==> src/hw/cci_pkg.sv <==
package cci_pkg;

    // ************************************************************
    // special function register addresses
    // ************************************************************
    localparam logic [7:0] CMD_PORT_ADDR = 8'hDD;
    localparam logic [7:0] IRQ_MASK_ADDR = 8'hDF;
    localparam logic [7:0] IRQ_FLAGS_ADDR = 8'hE7;

    // ************************************************************
    // reset values
    // ************************************************************
    localparam logic [7:0] IRQ_MASK_RESET = 8'hFF;
    localparam logic [7:0] CMD_PORT_RESET = 8'hFF;
    localparam logic [7:0] IRQ_FLAGS_RESET = 8'h00;

    // ************************************************************
    // flag and mask bit positions
    // ************************************************************
    localparam int CARD_BUSY_BIT = 7;
    localparam int RESPONSE_END_BIT = 6;
    localparam int COMMAND_END_BIT = 5;
    localparam int FRAME_END_BIT = 4;
    localparam int FIFO_B_FULL_BIT = 3;
    localparam int FIFO_A_FULL_BIT = 2;
    localparam int FIFO_B_EMPTY_BIT = 1;
    localparam int FIFO_A_EMPTY_BIT = 0;

    // event flags cleared by a read of the flag register
    localparam logic [7:0] READ_CLEAR_MASK = 8'hF0;

endpackage

==> src/hw/cci_regs.sv <==
module cci_regs (
    input wire logic clock,
    input wire logic rst,
    input wire logic [7:0] sfr_addr,
    input wire logic sfr_wr,
    input wire logic sfr_rd,
    input wire logic [7:0] sfr_wdata,
    output logic [7:0] sfr_rdata,
    input wire logic card_busy,
    input wire logic command_done,
    input wire logic response_done,
    input wire logic frame_done,
    input wire logic fifo_a_full,
    input wire logic fifo_a_empty,
    input wire logic fifo_b_full,
    input wire logic fifo_b_empty,
    input wire logic [7:0] response_byte,
    output logic response_pop,
    output logic [7:0] command_byte_bits,
    output logic command_load,
    output logic card_irq
);

    // ************************************************************
    // state
    // ************************************************************
    typedef struct packed {
        // software visible registers
        logic [7:0] card_irq_flags;
        logic [7:0] card_irq_mask;
        logic [7:0] card_command_port;
        // one-cycle strobes and registered read data
        logic command_load;
        logic response_pop;
        logic [7:0] rdata;
        // status levels of the last cycle, for edge detection
        logic busy_seen;
        logic a_full_seen;
        logic a_empty_seen;
        logic b_full_seen;
        logic b_empty_seen;
        // registered controller interrupt request
        logic irq;
    } cci_state_type;

    // registered state and its next value
    cci_state_type state;
    cci_state_type next_state;

    // ************************************************************
    // helper functions
    // ************************************************************

    // rising edge of a level against its registered copy
    function automatic logic cci_rise(input logic now, input logic was);
        cci_rise = now & ~was;
    endfunction

    // any change of a level against its registered copy
    function automatic logic cci_toggle(input logic now, input logic was);
        cci_toggle = now ^ was;
    endfunction

    // register bus address against the address of one register
    function automatic logic cci_hit(input logic [7:0] addr, input logic [7:0] reg_addr);
        cci_hit = (addr == reg_addr);
    endfunction

    // sticky flags; a new event wins over a clear in the same cycle
    function automatic logic [7:0] cci_merge(
        input logic [7:0] old_flags,
        input logic [7:0] set_mask,
        input logic [7:0] clr_mask
    );
        cci_merge = (old_flags & ~clr_mask) | set_mask;
    endfunction

    // one request line from the flags that their mask bits let through
    function automatic logic cci_request(input logic [7:0] flags, input logic [7:0] mask);
        cci_request = |(flags & ~mask);
    endfunction

    // ************************************************************
    // next-state logic
    // ************************************************************
    always_comb begin
        logic [7:0] set_bits;
        logic [7:0] clr_bits;
        logic [7:0] flags;
        logic rd_flags;
        logic busy_change;
        logic a_full_rise;
        logic a_empty_rise;
        logic b_full_rise;
        logic b_empty_rise;
        set_bits = 8'h00;
        clr_bits = 8'h00;
        flags = 8'h00;
        next_state = state;
        rd_flags = sfr_rd && cci_hit(sfr_addr, cci_pkg::IRQ_FLAGS_ADDR);

        // edges of the status levels against the last cycle
        busy_change = cci_toggle(card_busy, state.busy_seen);
        a_full_rise = cci_rise(fifo_a_full, state.a_full_seen);
        a_empty_rise = cci_rise(fifo_a_empty, state.a_empty_seen);
        b_full_rise = cci_rise(fifo_b_full, state.b_full_seen);
        b_empty_rise = cci_rise(fifo_b_empty, state.b_empty_seen);

        // ************************************************************
        // edge history
        // ************************************************************
        // remember input levels for edge detection
        next_state.busy_seen = card_busy;
        next_state.a_full_seen = fifo_a_full;
        next_state.a_empty_seen = fifo_a_empty;
        next_state.b_full_seen = fifo_b_full;
        next_state.b_empty_seen = fifo_b_empty;

        // ************************************************************
        // interrupt flags
        // ************************************************************
        // hardware event sources
        set_bits[cci_pkg::CARD_BUSY_BIT] = busy_change;
        set_bits[cci_pkg::RESPONSE_END_BIT] = response_done;
        set_bits[cci_pkg::COMMAND_END_BIT] = command_done;
        set_bits[cci_pkg::FRAME_END_BIT] = frame_done;
        // fifo level changes; full and empty of one fifo exclude each other
        set_bits[cci_pkg::FIFO_A_FULL_BIT] = a_full_rise;
        set_bits[cci_pkg::FIFO_B_FULL_BIT] = b_full_rise;
        set_bits[cci_pkg::FIFO_A_EMPTY_BIT] = a_empty_rise;
        set_bits[cci_pkg::FIFO_B_EMPTY_BIT] = b_empty_rise;
        clr_bits[cci_pkg::FIFO_A_FULL_BIT] = a_empty_rise;
        clr_bits[cci_pkg::FIFO_B_FULL_BIT] = b_empty_rise;
        clr_bits[cci_pkg::FIFO_A_EMPTY_BIT] = a_full_rise;
        clr_bits[cci_pkg::FIFO_B_EMPTY_BIT] = b_full_rise;

        // read of the flag register clears only the event flags
        if (rd_flags) begin
            clr_bits = clr_bits | cci_pkg::READ_CLEAR_MASK;
        end

        // a new event wins over a clear in the same cycle
        flags = cci_merge(state.card_irq_flags, set_bits, clr_bits);
        next_state.card_irq_flags = flags;

        // ************************************************************
        // register writes
        // ************************************************************
        // the flag address and unmapped addresses take no write
        next_state.command_load = 1'h0;
        if (sfr_wr) begin
            case (sfr_addr)
                cci_pkg::IRQ_MASK_ADDR: begin
                    next_state.card_irq_mask = sfr_wdata;
                end
                cci_pkg::CMD_PORT_ADDR: begin
                    next_state.card_command_port = sfr_wdata;
                    next_state.command_load = 1'h1;
                end
                default: begin
                    next_state.card_irq_mask = state.card_irq_mask;
                end
            endcase
        end

        // ************************************************************
        // register reads
        // ************************************************************
        // read data follows the address; only a strobed command read pops
        next_state.response_pop = 1'h0;
        case (sfr_addr)
            cci_pkg::IRQ_FLAGS_ADDR: next_state.rdata = state.card_irq_flags;
            cci_pkg::IRQ_MASK_ADDR: next_state.rdata = state.card_irq_mask;
            cci_pkg::CMD_PORT_ADDR: begin
                next_state.rdata = response_byte;
                next_state.response_pop = sfr_rd;
            end
            default: next_state.rdata = 8'h00;
        endcase

        // ************************************************************
        // interrupt request
        // ************************************************************
        // unmasked flags request the controller interrupt
        next_state.irq = cci_request(flags, next_state.card_irq_mask);
    end

    // ************************************************************
    // state register
    // ************************************************************
    // synchronous reset; otherwise every register takes its next value
    always_ff @(posedge clock) begin
        if (rst) begin
            state <= '0;
            state.card_irq_flags <= cci_pkg::IRQ_FLAGS_RESET;
            state.card_irq_mask <= cci_pkg::IRQ_MASK_RESET;
            state.card_command_port <= cci_pkg::CMD_PORT_RESET;
        end else begin
            state <= next_state;
        end
    end

    // ************************************************************
    // outputs straight from flip-flops
    // ************************************************************
    assign sfr_rdata = state.rdata;
    assign response_pop = state.response_pop;
    assign command_byte_bits = state.card_command_port;
    assign command_load = state.command_load;
    assign card_irq = state.irq;

endmodule

==> config.mk <==
export PLATFORM = sky130hd
export DESIGN_NAME = cci_regs
export DESIGN_NICKNAME = d
export VERILOG_FILES = /design/src/hw/cci_pkg.sv /design/src/hw/cci_regs.sv
export SDC_FILE = /design/constraint.sdc
export NUM_CORES = 1
export LEC_CHECK = 0
export BUFFER_PORTS_ARGS = -buffer_cell sky130_fd_sc_hd__buf_2
export CELL_PAD_IN_SITES_DETAIL_PLACEMENT = 0
export CELL_PAD_IN_SITES_GLOBAL_PLACEMENT = 1
export CORE_ASPECT_RATIO = 0.5
export CORE_MARGIN = 5
export CORE_UTILIZATION = 40
export CTS_CLUSTER_DIAMETER = 120
export CTS_CLUSTER_SIZE = 28
export DETAILED_ROUTE_END_ITERATION = 6
export PLACE_DENSITY = 0.93
export SYNTH_ARGS = -nofsm -noshare
export SYNTH_HDL_FRONTEND = slang
export SYNTH_SLANG_ARGS = --single-unit
==> constraint.sdc <==
create_clock -name clock -period 3.4 [get_ports clock]
set_input_delay 0.51 -clock clock [delete_from_list [all_inputs] [get_ports clock]]
set_output_delay 0.51 -clock clock [all_outputs]
set_load 0.1 [all_outputs]
Yosys cells after proc, flatten, opt, wreduce, memory -nomap -nowiden
Index checks and enable logic that the tools add are counted.

Flip-flop bits (word level): 40. Input port bits: 36. Output and inout bits: 19. Logic and storage cells: 41.

Eq/ne operators: 3. Muxes and demuxes: 5. Bitwise operators: 16. Reduce and logical (&&, ||, !) cells: 5.

Operators with widths (count): equality test 8 bit (second input constant) (3); case mux 8 bit (3 select lines) (1); 2-to-1 mux 17 bit (1); bitwise AND 8 bit (2); 2-to-1 mux 8 bit (2); NOT 8 bit (2); 2-to-1 mux 9 bit (1); OR 8 bit (1); OR reduction 8 bit (1); NOT 1 bit (6); bitwise AND 1 bit (4); OR reduction 2 bit (2); AND reduction 2 bit (1); logical AND 1 bit (1); bitwise XOR 1 bit (1).

Logic depth before layout (Yosys ltp)
Word-level depth: 8. Depth in mapped cells: 7. Depth with buffers taken out: 5.

Worst setup path before layout
OpenSTA, ideal clock, no wires.

Path type: input port to flip-flop. From: input port sfr_wr. To: register state (netlist bit card_irq). Library setup time: 139 ps. Data arrival time: 1831 ps. Data required time: 3261 ps. Setup slack: 1430 ps. Cell stages on the path: 7. Buffers on the path: 2. Cell sequence: buf_2 inv_2 or3_1 buf_6 mux2i_1 a2111oi_1 a41oi_1.

Cells in the longest elaborated chain, start to end: 4.

RTL lines: from (decl) (RTL line cci_regs.sv:5) `input wire logic sfr_wr,`; 2-to-1 mux 17 bit (RTL line cci_regs.sv:151) `if (sfr_wr) begin`; NOT 8 bit (RTL line cci_regs.sv:80) `cci_request = |(flags & ~mask);`; bitwise AND 8 bit (RTL line cci_regs.sv:80); OR reduction 8 bit (RTL line cci_regs.sv:80); to (signal assigned) (RTL line cci_regs.sv:199) `state <= next_state;`; to (decl) (RTL line cci_regs.sv:47) `cci_state_type state;`.

No other way between the ends. A chain may end at the register's enable or synchronous reset.

Worst setup path in the final report
From: input port sfr_addr[5]. To: register state (netlist bit card_irq).

Cells in the longest elaborated chain, start to end: 8. Elaborated cells on any way between the ends: 12. Classes of those cells: eq/ne: 2; mux: 3; bitwise: 5; reduce/logical: 2.

RTL lines: from (decl) (RTL line cci_regs.sv:4) `input wire logic [7:0] sfr_addr,`; equality test 8 bit (RTL line cci_regs.sv:66) `cci_hit = (addr == reg_addr);`; logical AND 1 bit (RTL line cci_regs.sv:100) `rd_flags = sfr_rd && cci_hit(sfr_addr, cci_pkg::IRQ_FLAGS_ADDR);`; 2-to-1 mux 8 bit (RTL line cci_regs.sv:138) `if (rd_flags) begin`; NOT 8 bit (RTL line cci_regs.sv:75) `cci_merge = (old_flags & ~clr_mask) | set_mask;`; bitwise AND 8 bit (RTL line cci_regs.sv:75); OR 8 bit (RTL line cci_regs.sv:75); bitwise AND 8 bit (*) (RTL line cci_regs.sv:80); OR reduction 8 bit (*) (RTL line cci_regs.sv:80).

Every way passes the cells marked *; elsewhere a longest branch is shown, timed or not.

==> impl_metrics.tcl <==
set metrics [dict create \
    outcome "finished, final reports clean" \
    synth.distinct_cells 34 \
    port_buffers 54 \
    wl_per_cell_um 14.7 \
    synth.avg_cell_area_um2 9.88 \
    grt_pass1_wl_um 6270 \
    tns_ns 0 \
    core_area_mm2 0.00398 \
    final.setup.worst_slack_ns 1.56 \
    post_cts_buffers 0 \
    placementRows 16 \
    finalSetupViolCount 0 \
    path_cells "buf_2, nand4b_4, or3_1, mux2i_1, a2111oi_1, a41oi_1" \
    grtUsageMet3 0.0651 \
    cts_resized 0 \
    ios 55 \
    synth_edf_count 0 \
    p_total_uw 930 \
    rsz0062_at_grt "no" \
    finalMaxSlewViolations 0 \
    initial_core_util 0.424 \
    num-nets-final 247 \
    grt_usage 0.141 \
    met2_usage 0.205 \
    postCtsHoldBufs 0 \
    antenna_found_initial 0 \
    ir_worst_vdd_uv 155 \
    synth_top_area_cell "dfxtp_1" \
    drc 0 \
    synth_top_area_frac 0.474 \
    crit_required_ns 3.56 \
    hpwl_um 2970 \
    yosysSeqAreaShare 0.474 \
    routed_wl_um 3900 \
    grt_pass1_vias 1342 \
    crit_type "in -> reg" \
    drt-vias-per-instance 5.04 \
    finalCriticalPeriod_ns 1.84 \
    path_max_fanout 8 \
    hp-class "in -> reg" \
    max_freq_mhz 543 \
    drt_iter0_markers 99 \
    ys_ff_latch 40 \
    path_buf_inv 1 \
    p_per_area_mw_per_mm2 467 \
    route.vias.total 1341 \
    timing.slew.headroom 0.637 \
    fillers 384 \
    worst_pin_slew_ns 0.543 \
    synthArstFlopShare 0 \
    period_share 0.541 \
    cts_root_buf "clkbuf_8" \
    grt_start_max_net_pins 34 \
    synthToLayoutAreaGrowth_pct 17.9 \
    die_w_um 102 \
    synth_ff_type "dfxtp_1" \
    fp.dieH_um 56.0 \
    netlist_top_cells_area "dfxtp_1 (47%), buf_4 (7.1%), nor2_1 (4.9%)" \
    slowest_delay_ns 0.48 \
    htreeDepth 2 \
    slowest_stage "or3_1" \
    grt_overflow 0 \
    dieArea_mm2 0.00570 \
    cts_sinks 40 \
    ys.warnings.count 0 \
    gp_congestion 0.780 \
    dp_slack_ns 1.23 \
    syn_inst 171 \
    cp.arrival_ns 2.00 \
    worst_setup_path_end_kind "register" \
    cts_made_buffers 5 \
    crit_path_start_kind "primary input" \
    fin_skew_ns 0.00639 \
    hold_viol 0 \
    p_leak_nw 0.896 \
    n_antenna_cell 0 \
    cts_tree "yes" \
    drive_above_1_share 0.316 \
    path_clk_slew_ns 0.08 \
    cts_buffer_depth 2 \
    syn_area_mm2 0.00169 \
    firstDrtPassIters 6 \
    grt.busiest_layer "met2" \
    synthesis.nets 207 \
    gr-usage-met1 0.183 \
    max_cap_violations 0 \
    path_delay_family "simple AND/OR/NAND/NOR gates" \
    clk_latency_ns 0.30 \
    ant_nets 0 \
]
==> registers in the layout (all words and copies together), names as in the netlist <==
signal,cells
command_byte_bits,8
state,21
card_irq,1
command_load,1
sfr_rdata,8
response_pop,1
==> metrics by stage <==
step	utilization	instance area (µm²)	hold slack [ns]	cells
CTS	0.500	1990	0.440	266
finish	0.500	1990	0.445	266
global route	0.500	1990	0.441	266
global placement	0.473	1880	0.452	258
floorplan	-	1690	0.439	171
detailed placement	0.473	1880	0.453	258
==> routing by layer <==
layer | wire [µm] | part of all wire | vias to the layer above
met5 | 0 | 0 | -
met1 | 1770 | 0.45 | 615
met2 | 1680 | 0.43 | 47
li1 | - | - | 673
met3 | 385 | 0.099 | 6
met4 | 62 | 0.016 | 0
==> cells in the final DEF (no fill, tap or decap), types with 4 or more instances in the layout <==
cell	instances
buf_2	54
mux2i_1	5
a21oi_1	9
o21bai_1	8
dfxtp_1	40
a222oi_1	8
nand2_1	4
clkbuf_8	5
a21o_1	4
nand2b_1	4
nor2_1	22
nor2b_1	12
==> power by group <==
part	internal [mW]	total (mW)	switching (mW)
Clock	0.218	0.381	0.164
Combinational	0.0305	0.0649	0.0344
Sequential	0.479	0.484	0.00500
==> final cells by class <==
| class | count | area (µm²) | area share |
|---|---|---|---|
| clock buffer | 6 | 72.6 | 0.0365 |
| clock inverter | 2 | 35.0 | 0.0176 |
| inverter | 4 | 15.0 | 0.00754 |
| multi-input combinational | 105 | 722 | 0.363 |
| sequential | 40 | 801 | 0.402 |
| tap | 54 | 67.6 | 0.0339 |
| timing repair buffer | 55 | 278 | 0.140 |
==> path summary, 6_finish.rpt <==
path	start	end	slack (ns)	depth (start not counted)
worst max-delay path	sfr_addr[5]	card_irq	1.56	6
worst min-delay path	fifo_b_empty	state[1]	0.44	2
worst max register to register	state[2]	card_irq	2.02	5
worst min register to register	command_byte_bits[1]	command_byte_bits[1]	0.48	2
==> cells by family (layout without fill, tap and decap cells) <==
logic type             Yosys count  after routing  synth area share
AND/OR/NAND/NOR                 56             56             0.198
AO/OA/AOI/OAI                   43             43             0.195
buffers and inverters           26             67            0.0985
flip-flops                      40             40             0.474
multiplexers                     5              5            0.0296
XOR/XNOR                         1              1           0.00519
==> cells in the mapped netlist (all sizes together), types with 2 or more instances <==
| cell | n |
|---|---|
| or3 | 2 |
| nor2 | 22 |
| o31a | 3 |
| a21o | 4 |
| dfxtp | 40 |
| nand3 | 2 |
| buf | 18 |
| or2b | 3 |
| inv | 4 |
| a222oi | 8 |
| o21bai | 8 |
| nand2b | 4 |
| clkbuf | 4 |
| nor3 | 2 |
| nor2b | 12 |
| nand2 | 4 |
| mux2i | 5 |
| a211o | 3 |
| a21oi | 9 |
| a211oi | 3 |
==> worst reg2reg max path, cell delays in order, from the launching register on <==
cell and delay (ns):
dfxtp_1 0.30, nand2b_1 0.15, a21oi_1 0.23, a211oi_1 0.09, a2111oi_1 0.34, a41oi_1 0.15
Power figures use the tool's default switching activity.
